[config.mk]
export PLATFORM = sky130hd
export DESIGN_NAME = pdm_port_d_upper
export DESIGN_NICKNAME = d
export VERILOG_FILES = /design/src/logic/pdm_pkg.sv /design/src/logic/pdm_port_d_upper.sv
export SDC_FILE = /design/constraint.sdc
export NUM_CORES = 1
export LEC_CHECK = 0
export BUFFER_PORTS_ARGS = -buffer_cell sky130_fd_sc_hd__clkbuf_2
export CAP_MARGIN = 20
export CORE_ASPECT_RATIO = 0.9
export CORE_MARGIN = 2
export CORE_UTILIZATION = 30
export DETAILED_ROUTE_END_ITERATION = 10
export PLACE_DENSITY = 0.56
export SLEW_MARGIN = 20
export SYNTH_ARGS = -nofsm -noshare
export SYNTH_HDL_FRONTEND = slang
export SYNTH_SLANG_ARGS = --single-unit
[constraint.sdc]
create_clock -name aclk -period 3.5 [get_ports aclk]
set_input_delay 0.875 -clock aclk [delete_from_list [all_inputs] [get_ports aclk]]
set_output_delay 0.875 -clock aclk [all_outputs]
set_load 0.03 [all_outputs]
[src/logic/pdm_pkg.sv]
// constants for the port d upper pin multiplexer
// assumes a 32-bit axi4-lite register bus and one 25 MHz clock
package pdm_pkg;
    localparam int unsigned PDM_DATA_W = 32;
    localparam int unsigned PDM_ADDR_W = 8;
    // register byte offsets
    localparam logic [7:0] PDM_OFF_PINS = 8'h00;
    localparam logic [7:0] PDM_OFF_LAT = 8'h04;
    localparam logic [7:0] PDM_OFF_DIR = 8'h08;
    localparam logic [7:0] PDM_OFF_PORT_A_LATCH_AND_PULLUPS = 8'h0C;
    localparam logic [7:0] PDM_OFF_MODE = 8'h10;
    // field positions in the shared pull-up/latch register
    localparam int unsigned PDM_BIT_PU_D = 7;
    localparam int unsigned PDM_BIT_PU_E = 6;
    // field positions in the mode register
    localparam int unsigned PDM_BIT_EXT_BUS_DISABLE = 0;
    localparam int unsigned PDM_BIT_HPM = 1;
    localparam int unsigned PDM_BIT_I2C = 2;
    localparam int unsigned PDM_BIT_SPI = 3;
    localparam int unsigned PDM_BIT_SMALL = 4;
    // reset values
    localparam logic [7:0] PDM_RST_DIR = 8'hFF;
    localparam logic [7:0] PDM_RST_LAT = 8'h00;
    localparam logic [7:0] PDM_RST_PORT_A_LATCH_AND_PULLUPS = 8'h00;
    localparam logic [4:0] PDM_RST_MODE = 5'h00;
    // bits present only on the full package
    localparam logic [7:0] PDM_FULL_MASK = 8'hF8;
    localparam logic [1:0] PDM_RESP_OKAY = 2'h0;
    localparam logic [1:0] PDM_RESP_SLVERR = 2'h2;
endpackage

[src/logic/pdm_port_d_upper.sv]
// port d register set and pin multiplexer for pins 5 to 7
// assumes synchronous pins, one clock, axi4-lite register access
// Contract
// direction 0 drives latch onto pin; 1 makes input, read returns pin
// shared register bit 7 enables port d pull-ups, bit 6 port e
// memory interface overrides every other function on these pins
// memory mode: pin n carries address/data bit n, direction ignored
// host port: pin drives latch, accepts host writes, ignores direction (the pin driver stays off in host mode; pin_out shows the latch only)
// pin 5 is spi data input when its direction bit is 1
// pin 6 spi clock: output when direction 0, input when 1
// i2c mode: pin 5 data, pin 6 clock, drive overrides port data
// pin 7 is spi slave select, sampled regardless of direction
// small package: bits 3 to 7 absent, read as zero
// don't-care functions override the direction bit
// host port enabled automatically when mode bit set
// port functions only while external bus disable bit set
// reset sets direction bits to input, pull-ups off
//
// Register access over AXI4-Lite and the register addresses were left to the implementer.
`timescale 1ns/100ps
module pdm_port_d_upper
    import pdm_pkg::*;
(
    input wire logic aclk, // core clock
    input wire logic aresetn, // synchronous reset, low active
    input wire logic [pdm_pkg::PDM_ADDR_W-1:0] s_axi_awaddr, // write addr
    input wire logic s_axi_awvalid, // write addr valid
    output logic s_axi_awready, // write addr ready
    input wire logic [pdm_pkg::PDM_DATA_W-1:0] s_axi_wdata, // write data
    input wire logic [3:0] s_axi_wstrb, // byte enables
    input wire logic s_axi_wvalid, // write data valid
    output logic s_axi_wready, // write data ready
    output logic [1:0] s_axi_bresp, // write response
    output logic s_axi_bvalid, // write response valid
    input wire logic s_axi_bready, // write response ready
    input wire logic [pdm_pkg::PDM_ADDR_W-1:0] s_axi_araddr, // read addr
    input wire logic s_axi_arvalid, // read addr valid
    output logic s_axi_arready, // read addr ready
    output logic [pdm_pkg::PDM_DATA_W-1:0] s_axi_rdata, // read data
    output logic [1:0] s_axi_rresp, // read response
    output logic s_axi_rvalid, // read data valid
    input wire logic s_axi_rready, // read data ready
    input wire logic [7:5] pin_in, // pad levels
    output logic [7:5] pin_out, // pad drive value
    output logic [7:5] pin_oe_n, // pad enable, low drives
    output logic [7:5] pin_pullup, // weak pull-up on
    input wire logic [7:5] mem_bus_out, // memory address/data out
    input wire logic mem_bus_drive, // memory bus is driving
    output logic [7:5] mem_bus_in, // memory data in
    input wire logic host_wr_strobe, // host port write strobe
    output logic [7:5] host_wr_data, // host write data captured
    input wire logic spi_clock_out, // spi master clock
    input wire logic i2c_data_out, // i2c data, 0 pulls low
    input wire logic i2c_clock_out, // i2c clock, 0 pulls low
    output logic spi_data_in, // spi data to module
    output logic spi_clock_in, // spi slave clock to module
    output logic spi_slave_select, // slave select to module
    output logic i2c_data_in, // i2c data to module
    output logic i2c_clock_in, // i2c clock to module
    output logic port_e_pullup_enable // neighbour port pull-up
);
    // ==========================================================
    // registers
    logic [7:0] lat_q;
    logic [7:0] dir_q;
    logic [7:0] port_a_latch_and_pullups_q;
    logic [4:0] mode_q;
    logic [7:0] impl_mask;
    logic ext_bus_disable;
    logic host_port_mode_bit;
    logic i2c_mode;
    logic spi_mode;
    logic mem_owns;
    logic port_d_pullup_enable;

    // ==========================================================
    // mode decode
    assign ext_bus_disable = mode_q[PDM_BIT_EXT_BUS_DISABLE];
    assign host_port_mode_bit = mode_q[PDM_BIT_HPM];
    assign i2c_mode = mode_q[PDM_BIT_I2C];
    assign spi_mode = mode_q[PDM_BIT_SPI];
    assign impl_mask = mode_q[PDM_BIT_SMALL] ? ~PDM_FULL_MASK : 8'hFF;
    assign mem_owns = ~ext_bus_disable;
    assign port_d_pullup_enable = port_a_latch_and_pullups_q[PDM_BIT_PU_D];

    // ==========================================================
    // axi4-lite write channel
    logic aw_held_q;
    logic w_held_q;
    logic [7:0] awaddr_q;
    logic [31:0] wdata_q;
    logic [3:0] wstrb_q;
    logic wr_go;

    // address and data are held in either order until the response
    assign s_axi_awready = ~aw_held_q & ~s_axi_bvalid;
    assign s_axi_wready = ~w_held_q & ~s_axi_bvalid;
    assign wr_go = aw_held_q & w_held_q & ~s_axi_bvalid;

    always_ff @(posedge aclk) begin
        if (!aresetn) begin
            aw_held_q <= 1'b0;
            w_held_q <= 1'b0;
            awaddr_q <= 8'h00;
            wdata_q <= 32'h0000_0000;
            wstrb_q <= 4'h0;
        end else begin
            if (s_axi_awvalid && s_axi_awready) begin
                aw_held_q <= 1'b1;
                awaddr_q <= s_axi_awaddr;
            end else if (wr_go) begin
                aw_held_q <= 1'b0;
            end
            if (s_axi_wvalid && s_axi_wready) begin
                w_held_q <= 1'b1;
                wdata_q <= s_axi_wdata;
                wstrb_q <= s_axi_wstrb;
            end else if (wr_go) begin
                w_held_q <= 1'b0;
            end
        end
    end

    logic wr_hit;
    always_comb begin
        unique case (awaddr_q)
            PDM_OFF_PINS, PDM_OFF_LAT, PDM_OFF_DIR,
            PDM_OFF_PORT_A_LATCH_AND_PULLUPS, PDM_OFF_MODE: wr_hit = 1'b1;
            default: wr_hit = 1'b0;
        endcase
    end

    always_ff @(posedge aclk) begin
        if (!aresetn) begin
            s_axi_bvalid <= 1'b0;
            s_axi_bresp <= PDM_RESP_OKAY;
        end else if (wr_go) begin
            s_axi_bvalid <= 1'b1;
            s_axi_bresp <= wr_hit ? PDM_RESP_OKAY : PDM_RESP_SLVERR;
        end else if (s_axi_bready) begin
            s_axi_bvalid <= 1'b0;
        end
    end

    // ==========================================================
    // register updates; writing the pin register loads the latch
    logic wr_lane0;
    logic wr_lat;
    logic wr_dir;
    logic wr_port_a_latch_and_pullups;
    logic wr_mode;

    assign wr_lane0 = wr_go & wstrb_q[0];
    assign wr_lat = wr_lane0 &&
                    (awaddr_q == PDM_OFF_LAT || awaddr_q == PDM_OFF_PINS);
    assign wr_dir = wr_lane0 && awaddr_q == PDM_OFF_DIR;
    assign wr_port_a_latch_and_pullups = wr_lane0 && awaddr_q == PDM_OFF_PORT_A_LATCH_AND_PULLUPS;
    assign wr_mode = wr_lane0 && awaddr_q == PDM_OFF_MODE;

    always_ff @(posedge aclk) begin
        if (!aresetn) begin
            lat_q <= PDM_RST_LAT;
        end else if (wr_lat) begin
            lat_q <= wdata_q[7:0] & impl_mask;
        end
    end

    always_ff @(posedge aclk) begin
        if (!aresetn) begin
            dir_q <= PDM_RST_DIR;
        end else if (wr_dir) begin
            dir_q <= wdata_q[7:0] & impl_mask;
        end
    end

    always_ff @(posedge aclk) begin
        if (!aresetn) begin
            port_a_latch_and_pullups_q <= PDM_RST_PORT_A_LATCH_AND_PULLUPS;
        end else if (wr_port_a_latch_and_pullups) begin
            port_a_latch_and_pullups_q <= wdata_q[7:0];
        end
    end

    always_ff @(posedge aclk) begin
        if (!aresetn) begin
            mode_q <= PDM_RST_MODE;
        end else if (wr_mode) begin
            mode_q <= wdata_q[4:0];
        end
    end

    // ==========================================================
    // axi4-lite read channel
    logic [7:5] pins_q;
    logic [31:0] rd_word;
    logic rd_hit;

    always_comb begin
        rd_word = 32'h0000_0000;
        rd_hit = 1'b1;
        unique case (s_axi_araddr)
            PDM_OFF_PINS: rd_word[7:0] = {pins_q, 5'h00} & impl_mask;
            PDM_OFF_LAT: rd_word[7:0] = lat_q & impl_mask;
            PDM_OFF_DIR: rd_word[7:0] = dir_q & impl_mask;
            PDM_OFF_PORT_A_LATCH_AND_PULLUPS: rd_word[7:0] = port_a_latch_and_pullups_q;
            PDM_OFF_MODE: rd_word[4:0] = mode_q;
            default: rd_hit = 1'b0;
        endcase
    end

    // one read in flight; the next waits until the data is taken
    assign s_axi_arready = ~s_axi_rvalid;

    always_ff @(posedge aclk) begin
        if (!aresetn) begin
            s_axi_rvalid <= 1'b0;
            s_axi_rdata <= 32'h0000_0000;
            s_axi_rresp <= PDM_RESP_OKAY;
        end else if (s_axi_arvalid && s_axi_arready) begin
            s_axi_rvalid <= 1'b1;
            s_axi_rdata <= rd_word;
            s_axi_rresp <= rd_hit ? PDM_RESP_OKAY : PDM_RESP_SLVERR;
        end else if (s_axi_rready) begin
            s_axi_rvalid <= 1'b0;
        end
    end

    // ==========================================================
    // pin multiplexer, priority: memory bus, host port, serial, port
    typedef enum {
        PDM_OWN_PORT,
        PDM_OWN_SPI_CLK,
        PDM_OWN_I2C,
        PDM_OWN_HOST,
        PDM_OWN_MEM
    } pdm_owner_e;

    pdm_owner_e owner [7:5];
    logic [7:5] drv_en;
    logic [7:5] drv_val;
    logic [7:5] impl_hi;
    logic [7:5] i2c_pull;
    logic [7:5] periph_ok;

    assign impl_hi = impl_mask[7:5];
    // open-drain i2c lines: a 0 from the module pulls the pad low
    assign i2c_pull = {1'b0, ~i2c_clock_out, ~i2c_data_out};
    // port and serial functions only live while the pins are ours
    assign periph_ok = {3{ext_bus_disable}} & impl_hi;

    // owner of each pin this cycle
    always_comb begin
        for (int i = 5; i <= 7; i++) begin
            owner[i] = PDM_OWN_PORT;
            if (mem_owns) begin
                owner[i] = PDM_OWN_MEM;
            end else if (host_port_mode_bit) begin
                owner[i] = PDM_OWN_HOST;
            end else if (i2c_mode && i != 7) begin
                owner[i] = PDM_OWN_I2C;
            end else if (spi_mode && i == 6 && !dir_q[6]) begin
                owner[i] = PDM_OWN_SPI_CLK;
            end
            // spi data in on pin 5 leaves the pin to its direction bit
        end
    end

    // drive enable and value of each pin from its owner
    always_comb begin
        drv_en = 3'b000;
        drv_val = 3'b000;
        for (int i = 5; i <= 7; i++) begin
            unique case (owner[i])
                PDM_OWN_MEM: begin
                    drv_en[i] = mem_bus_drive;
                    drv_val[i] = mem_bus_out[i];
                end
                PDM_OWN_HOST: begin
                    drv_en[i] = 1'b0;
                    drv_val[i] = lat_q[i];
                end
                PDM_OWN_I2C: begin
                    drv_en[i] = i2c_pull[i];
                    drv_val[i] = 1'b0;
                end
                PDM_OWN_SPI_CLK: begin
                    drv_en[i] = 1'b1;
                    drv_val[i] = spi_clock_out;
                end
                PDM_OWN_PORT: begin
                    drv_en[i] = ~dir_q[i];
                    drv_val[i] = lat_q[i];
                end
            endcase
        end
    end

    always_ff @(posedge aclk) begin
        if (!aresetn) begin
            pin_oe_n <= 3'b111;
            pin_out <= 3'b000;
            pin_pullup <= 3'b000;
            port_e_pullup_enable <= 1'b0;
        end else begin
            pin_oe_n <= ~(drv_en & impl_hi);
            pin_out <= drv_val;
            // pull-ups only on input pins that nothing drives
            pin_pullup <= {3{port_d_pullup_enable}} & periph_ok &
                          dir_q[7:5] & ~drv_en;
            port_e_pullup_enable <= port_a_latch_and_pullups_q[PDM_BIT_PU_E];
        end
    end

    // ==========================================================
    // input sampling toward port and peripherals
    always_ff @(posedge aclk) begin
        if (!aresetn) begin
            pins_q <= 3'b000;
            mem_bus_in <= 3'b000;
            host_wr_data <= 3'b000;
        end else begin
            pins_q <= pin_in & impl_hi;
            mem_bus_in <= mem_owns ? pin_in : 3'b000;
            if (host_port_mode_bit && ext_bus_disable && host_wr_strobe) begin
                host_wr_data <= pin_in;
            end
        end
    end

    // serial module inputs, held idle while the memory bus owns the pins or the pin is absent
    always_ff @(posedge aclk) begin
        if (!aresetn) begin
            spi_data_in <= 1'b0;
            spi_clock_in <= 1'b0;
            spi_slave_select <= 1'b1;
            i2c_data_in <= 1'b1;
            i2c_clock_in <= 1'b1;
        end else begin
            spi_data_in <= periph_ok[5] & dir_q[5] & pin_in[5];
            spi_clock_in <= periph_ok[6] & dir_q[6] & pin_in[6];
            spi_slave_select <= ~periph_ok[7] | pin_in[7];
            i2c_data_in <= ~periph_ok[5] | pin_in[5];
            i2c_clock_in <= ~periph_ok[6] | pin_in[6];
        end
    end
endmodule

==> results of run 1 <==
-- worst register-to-register path, delay by kind of cell, from the launching register on --
family | cells | cell delay, ns
DFF | 1 | 0.31
and+or+nand+nor | 3 | 1.39
muxes | 1 | 0.27
-- stage by stage --
stage	instance area (um^2)	setup WS, ns	total power [mW]
2_1_floorplan	3800	1.48	1.20
3_3_place_gp	4110	1.28	1.23
3_5_place_dp	4110	1.25	1.23
4_1_cts	4440	1.40	2.25
5_1_grt	4440	1.30	2.32
6_report	4440	1.43	2.23
-- per-layer routing --
| metal | wire [um] | track usage | vias to the layer above | part of all wire |
|---|---|---|---|---|
| met2 | 3280 | 0.179 | 90 | 0.40 |
| met1 | 4270 | 0.184 | 1272 | 0.53 |
| li1 | - | - | 1425 | - |
| met4 | 116 | 0.0419 | 0 | 0.014 |
| met5 | 0 | 0 | - | 0 |
| met3 | 458 | 0.0420 | 7 | 0.056 |
-- logic make-up (layout without fill, tap and decap cells) --
group | count (synthesis) | count (layout) | synth area share
other | 1 | 26 | 0.00101
buffers and inverters | 55 | 104 | 0.0864
DFF | 84 | 84 | 0.454
muxes | 34 | 34 | 0.0928
and+or+nand+nor | 154 | 154 | 0.240
AOI/OAI and AO/OA | 63 | 63 | 0.127
-- final timing paths --
check / slack [ns] / start / to
hold reg to reg: 0.47 / awaddr_q[1]$_SDFFE_PN0P_ / awaddr_q[1]$_SDFFE_PN0P_
setup reg to reg: 1.43 / awaddr_q[0]$_SDFFE_PN0P_ / lat_q[2]$_SDFFE_PN0P_
setup / recovery: 1.43 / awaddr_q[0]$_SDFFE_PN0P_ / lat_q[2]$_SDFFE_PN0P_
hold / removal: 0.47 / awaddr_q[1]$_SDFFE_PN0P_ / awaddr_q[1]$_SDFFE_PN0P_
-- cell usage after synthesis --
library cell | count | area [um^2]
and2_1 | 15 | 93.8
or3b_2 | 2 | 17.5
nor3b_1 | 5 | 37.5
a21oi_1 | 8 | 40.0
a2bb2oi_1 | 1 | 8.76
nor4_4 | 3 | 63.8
nor3_1 | 4 | 20.0
o211ai_1 | 1 | 7.51
a211oi_1 | 2 | 15.0
inv_1 | 9 | 33.8
a21o_1 | 1 | 7.51
clkbuf_1 | 17 | 63.8
nor4b_1 | 2 | 17.5
nor4bb_1 | 3 | 30.0
o21a_1 | 1 | 7.51
mux2i_1 | 31 | 310
buf_4 | 26 | 195
nand2_1 | 52 | 195
nor2b_1 | 31 | 194
o311ai_2 | 2 | 32.5
nand2b_1 | 10 | 62.6
buf_6 | 2 | 22.5
or4bb_1 | 1 | 11.3
clkbuf_2 | 1 | 5.00
nor2_1 | 12 | 45.0
a22oi_1 | 3 | 22.5
o211a_1 | 1 | 10.0
nand4b_1 | 2 | 17.5
dfxtp_1 | 84 | 1680
or4_4 | 2 | 22.5
conb_1 | 1 | 3.75
mux2_2 | 3 | 33.8
o221ai_1 | 3 | 26.3
nand3_1 | 3 | 15.0
nand3b_1 | 1 | 7.51
a221o_1 | 5 | 50.1
a21boi_0 | 22 | 165
o311ai_0 | 3 | 26.3
and3_1 | 6 | 37.5
o21ai_0 | 10 | 50.1
-- final cells by class --
type	instances	area, um^2
Tap cell	160	200
Clock inverter	7	98.8
Fill cell	1238	7640
Inverter	9	33.8
Sequential cell	84	1680
Clock buffer	9	225
Timing Repair Buffer	79	398
Multi-Input combinational cell	277	1800
-- where the power goes --
part	switching, mW	leakage, nW	internal (mW)
Clock	0.391	0.156	0.628
Combinational	0.137	0.969	0.0656
Sequential	0.0224	0.684	0.982
Total	0.550	1.81	1.68
-- registers in the layout, summed over array words and instances (netlist names), 3 cells and up --
| name | count |
|---|---|
| mem_bus_in | 3 |
| pin_oe_n | 3 |
| pin_out | 3 |
| pins_q | 3 |
| s_axi_rdata | 8 |
| awaddr_q | 8 |
| port_a_latch_and_pullups_q | 8 |
| mode_q | 5 |
| pin_pullup | 3 |
| wdata_q | 8 |
| lat_q | 8 |
| host_wr_data | 3 |
| dir_q | 8 |
==> metrics.md, run 1 <==
| Metric | Value |
|---|---|
| Status | `complete, no violations` |
| Cts repair resizes | `0` |
| Sequential area share after synthesis | `0.454` |
| Worst path max stage delay | `~0.71 ns` |
| Die Area | `between 10000 and 15000 um^2` |
| Distinct cells, synth | `40` |
| Worst min path class | `flip-flop to flip-flop` |
| Layout Nets | `between 500 and 600` |
| Clock-pin slew on the worst setup and hold paths | `around 0.060 ns` |
| WP depth | `4` |
| RSZ-0062 raised after global routing | `no` |
| IO buf count | `between 70 and 80` |
| Tightest Pin Transition | `roughly 0.82 ns` |
| Worst setup EP type | `flip-flop` |
| Hold Crit Depth | `2` |
| Initial drt markers | `around 130` |
| CP Class | `flip-flop to flip-flop` |
| Peak supply drop | `0.258 mV` |
| Req. time, crit path | `~3.7 ns` |
| Most frequent cells in the layout | `dfxtp_1, clkbuf_2, nand2_1` |
| Starting density of the core | `0.307` |
| Initial antenna violation count | `0` |
| Min cycle time layout | `2.07 ns` |
| Commonest non-fill, non-tap cell in the layout | `dfxtp_1` |
| Global Route Usage Sum | `0.128` |
| Number of global-route vias before repair | `roughly 2600` |
| Final Hold Viols | `0` |
| Width of the die | `roughly 120 um` |
| Largest net degree at the start of global routing | `between 50 and 60` |
| TritonCTS buffer count | `9` |
| Max FO, Critical Path | `8` |
| Synth Instances | `approximately 390` |
| Avg Synthesized Cell Area | `between 9 and 10 um^2` |
| Critical path startpoint category | `flip-flop` |
| Yosys reg bits | `84` |
| GRT overflow | `0` |
| DR pass1 iterations | `4` |
| CTS root buf | `clkbuf_16` |
| Clock Skew | `0.00453 ns` |
| First-pass GRT wire length | `13000 um` |
| Dpl hpwl | `roughly 5800 um` |
| Area of the core | `roughly 12000 um^2` |
| Slew headroom | `0.452` |
| Max Cap Viol | `0` |
| Fin Hold WS | `0.466 ns` |
| Area Growth Syn to Fin | `19.7%` |
| Max frequency | `roughly 480 MHz` |
| Slew Viols, Final | `0` |
| FF-to-FF path depth | `4` |
| Cell Chain, Critical Path | `or4_4 > nor4_4 > mux2i_1 > nor2b_1` |
| Post-Syn Area | `3710 um^2` |
| Core Util, Final | `0.367` |
| Buf/Inv on CP | `0` |
| Leak pwr | `about 1.8 nW` |
| Max clock buf depth | `2` |
| Layout cell share with drive strength beyond 1 | `0.230` |
| Number of buffers added for setup after CTS | `0` |
| Pwr/cell area | `approximately 500 nW/um^2` |
| WL per Instance | `around 13 um` |
| CTS tree | `built` |
| Total wire length | `~8100 um` |
| Yosys warns | `0` |
| Family with the most delay on the worst path | `simple AND/OR/NAND/NOR gates` |
| Layout Cells excl Fill | `625` |
| Final worst-path cycle share | `0.593` |
| DIE HEIGHT | `109 um` |
| TritonCTS Sinks | `84` |
| Skew-Pair Late Insertion Delay | `0.33 ns` |
| H-tree levels | `3` |
| DRC | `0` |
| Final setup vio count | `0` |
| Post-route ant nets | `0` |
| Dpl cells | `~610` |
| Crit-path slowest cell | `nor4_4` |
| GPL Wtd Cong | `roughly 0.75` |
| Routed vias | `2794` |
| # diodes | `0` |
| Critical Path AT | `about 2.3 ns` |
| Setup_tns | `0 ns` |
| Num ports | `approximately 130` |
| Post-CTS Hold Fix Bufs | `0` |
| Number of core rows | `38` |
| Via-to-Cell Ratio | `approximately 4.5` |
No activity file was read; power rests on OpenSTA's default activity.
==> inputs of run 2 (changes only) <==
==> constraint.sdc (replaced) <==
create_clock -name aclk -period 2.1 [get_ports aclk]
set_input_delay 0.525 -clock aclk [delete_from_list [all_inputs] [get_ports aclk]]
set_output_delay 0.525 -clock aclk [all_outputs]
set_load 0.03 [all_outputs]
==> run 2 against run 1 <==
  * Sequential power grew 67%
  * Setup slack lost 1.3 ns
  * Register-to-register slack got worse by 1.3 ns
  * Cell count is 1.1% higher
  * Core utilization increased by 0.25 points
  * Total power increased by 62%
  * Sequential share of layout area down 0.25 points
  * First-iteration DRC count up 32%
  * Fmax increased by 3.5%
  * Worst hold slack worse by 0.044 ns
  * Highest routed layer unchanged
  * Clock-buffer cell count is 1 higher
  * Critical path depth is 1 lower
==> metrics.md, run 2 (same netlist as run 1, synthesis figures left out) <==
| Metric | Value |
|---|---|
| Dpl cells | `around 620` |
| Slew Viols, Final | `0` |
| Tot Pwr | `roughly 3.6 mW` |
| Clock-pin slew on the worst setup and hold paths | `~0.06 ns` |
| Most frequent cells in the layout | `dfxtp_1, clkbuf_2, nand2_1` |
| H-tree levels | `3` |
| Number of buffers added for setup after CTS | `0` |
| CP Class | `flip-flop to flip-flop` |
| Global Route Usage Sum | `0.129` |
| Max Cap Viol | `0` |
| Setup_tns | `0 ns` |
| Critical R2R Launch | `awaddr_q[0]$_SDFFE_PN0P_` |
| FILL cells | `between 1000 and 1500` |
| Worst min path class | `primary input to flip-flop` |
| Initial antenna violation count | `0` |
| Buf/Inv on CP | `0` |
| Skew-Pair Late Insertion Delay | `between 0.3 and 0.4 ns` |
| Number of core rows | `38` |
| Total wire length | `~8400 um` |
| RSZ-0062 raised after global routing | `no` |
| Leak pwr | `1.83 nW` |
| Family with the most delay on the worst path | `simple AND/OR/NAND/NOR gates` |
| WL per Instance | `13.2 um` |
| Worst setup EP type | `flip-flop` |
| Cts repair resizes | `0` |
| Layout Cells excl Fill | `632` |
| Routed vias | `2842` |
| Layout cell share with drive strength beyond 1 | `0.239` |
| Max FO, Critical Path | `13` |
| Max clock buf depth | `2` |
| Worst path max stage delay | `0.63 ns` |
| TritonCTS Sinks | `between 80 and 90` |
| FF+latch area | `1680 um^2` |
| Critical Path AT | `approximately 2.2 ns` |
| Critical path startpoint category | `flip-flop` |
| Dpl hpwl | `between 6000 and 7000 um` |
| Min cycle time layout | `about 2.0 ns` |
| DIE HEIGHT | `about 110 um` |
| Num ports | `about 130` |
| TritonCTS buffer count | `9` |
| Clock Skew | `about 0.0057 ns` |
| CTS root buf | `clkbuf_16` |
| Number of global-route vias before repair | `around 2600` |
| Post-route ant nets | `0` |
| Req. time, crit path | `approximately 2.3 ns` |
| FF-to-FF path depth | `3` |
| GRT overflow | `0` |
| Final Hold Viols | `0` |
| First-pass GRT wire length | `about 13000 um` |
| GPL Wtd Cong | `about 0.80` |
| Crit-path slowest cell | `or4_4` |
| Critical Path Most Common Cell | `or4_4` |
| Reg-to-reg critical path endpoint | `dir_q[3]$_SDFFE_PN1P_` |
| # diodes | `0` |
| WP depth | `3` |
| Hold path start | `pin_in[7]` |
| Cell Chain, Critical Path | `or4_4 > or4_4 > o311ai_0` |
| Footprint of the multi-input gates | `approximately 1800 um^2` |
| Final worst-path cycle share | `0.955` |
| Slew headroom | `0.661` |
| DRC | `0` |
| DR pass1 iterations | `4` |
| Largest net degree at the start of global routing | `between 50 and 60` |
| CTS tree | `built` |
| Crit. Startpoint | `awaddr_q[0]$_SDFFE_PN0P_` |
| Placed Area | `about 4200 um^2` |
| Peak supply drop | `about 0.50 mV` |
| Via-to-Cell Ratio | `approximately 4.5` |
| Width of the die | `roughly 120 um` |
| CP Capture Point | `dir_q[3]$_SDFFE_PN1P_` |
| Status | `complete, no violations` |
| Area of the core | `between 10000 and 15000 um^2` |
| Starting density of the core | `0.307` |
| Die Area | `13300 um^2` |
| Layout Nets | `537` |
| Max frequency | `between 400 and 500 MHz` |
| IO buf count | `78` |
| Post-CTS Hold Fix Bufs | `0` |
| Worst reg-to-reg setup slack | `0.09 ns` |
| Initial drt markers | `between 150 and 200` |
| Area Growth Syn to Fin | `20.5%` |
| Commonest non-fill, non-tap cell in the layout | `dfxtp_1` |
| Pwr/cell area | `slightly above 800 nW/um^2` |
| Design Area, Final | `between 4000 and 5000 um^2` |
| Tightest Pin Transition | `roughly 0.5 ns` |
| Final setup vio count | `0` |
-- run 2: worst min-delay path by stage --
stage                                       end  slack [ns]  depth (start not counted)
finish              spi_slave_select$_SDFF_PN1_        0.42                          2
global route           awaddr_q[7]$_SDFFE_PN0P_        0.42                          3
CTS                    awaddr_q[4]$_SDFFE_PN0P_        0.42                          3
detailed placement  s_axi_rdata[5]$_SDFFE_PN0P_        0.46                          2
global placement          dir_q[1]$_SDFFE_PN1P_        0.45                          2
floorplan                 dir_q[0]$_SDFFE_PN1P_        0.44                          2
-- run 2: through the flow --
stage / setup WS (ns) / hold slack (ns) / utilization
floorplan: 0.184 / 0.441 / -
global placement: 0.180 / 0.454 / 0.345
detailed placement: 0.109 / 0.464 / 0.345
CTS: 0.0876 / 0.417 / 0.370
global route: 0.000428 / 0.425 / 0.370
finish: 0.0949 / 0.421 / 0.370
-- run 2: report_power, final --
part | total, mW | leakage [nW] | internal, mW | switching [mW]
Sequential | 1.67 | 0.684 | 1.64 | 0.0378
Combinational | 0.342 | 1.00 | 0.113 | 0.229
Clock | 1.58 | 0.144 | 0.934 | 0.648
-- run 2: final cells by class --
type                            instances  area share
Multi-Input combinational cell        277       0.403
Sequential cell                        84       0.376
Timing Repair Buffer                   86       0.101
Clock buffer                           10      0.0513
Tap cell                              160      0.0448
Clock inverter                          6      0.0162
Inverter                                9     0.00756
-- run 2: layer usage --
layer	part of all wire	GRT usage	vias up
li1	-	-	1446
met5	0	0	-
met1	0.53	0.187	1313
met3	0.050	0.0306	7
met2	0.41	0.187	76
met4	0.011	0.0419	0
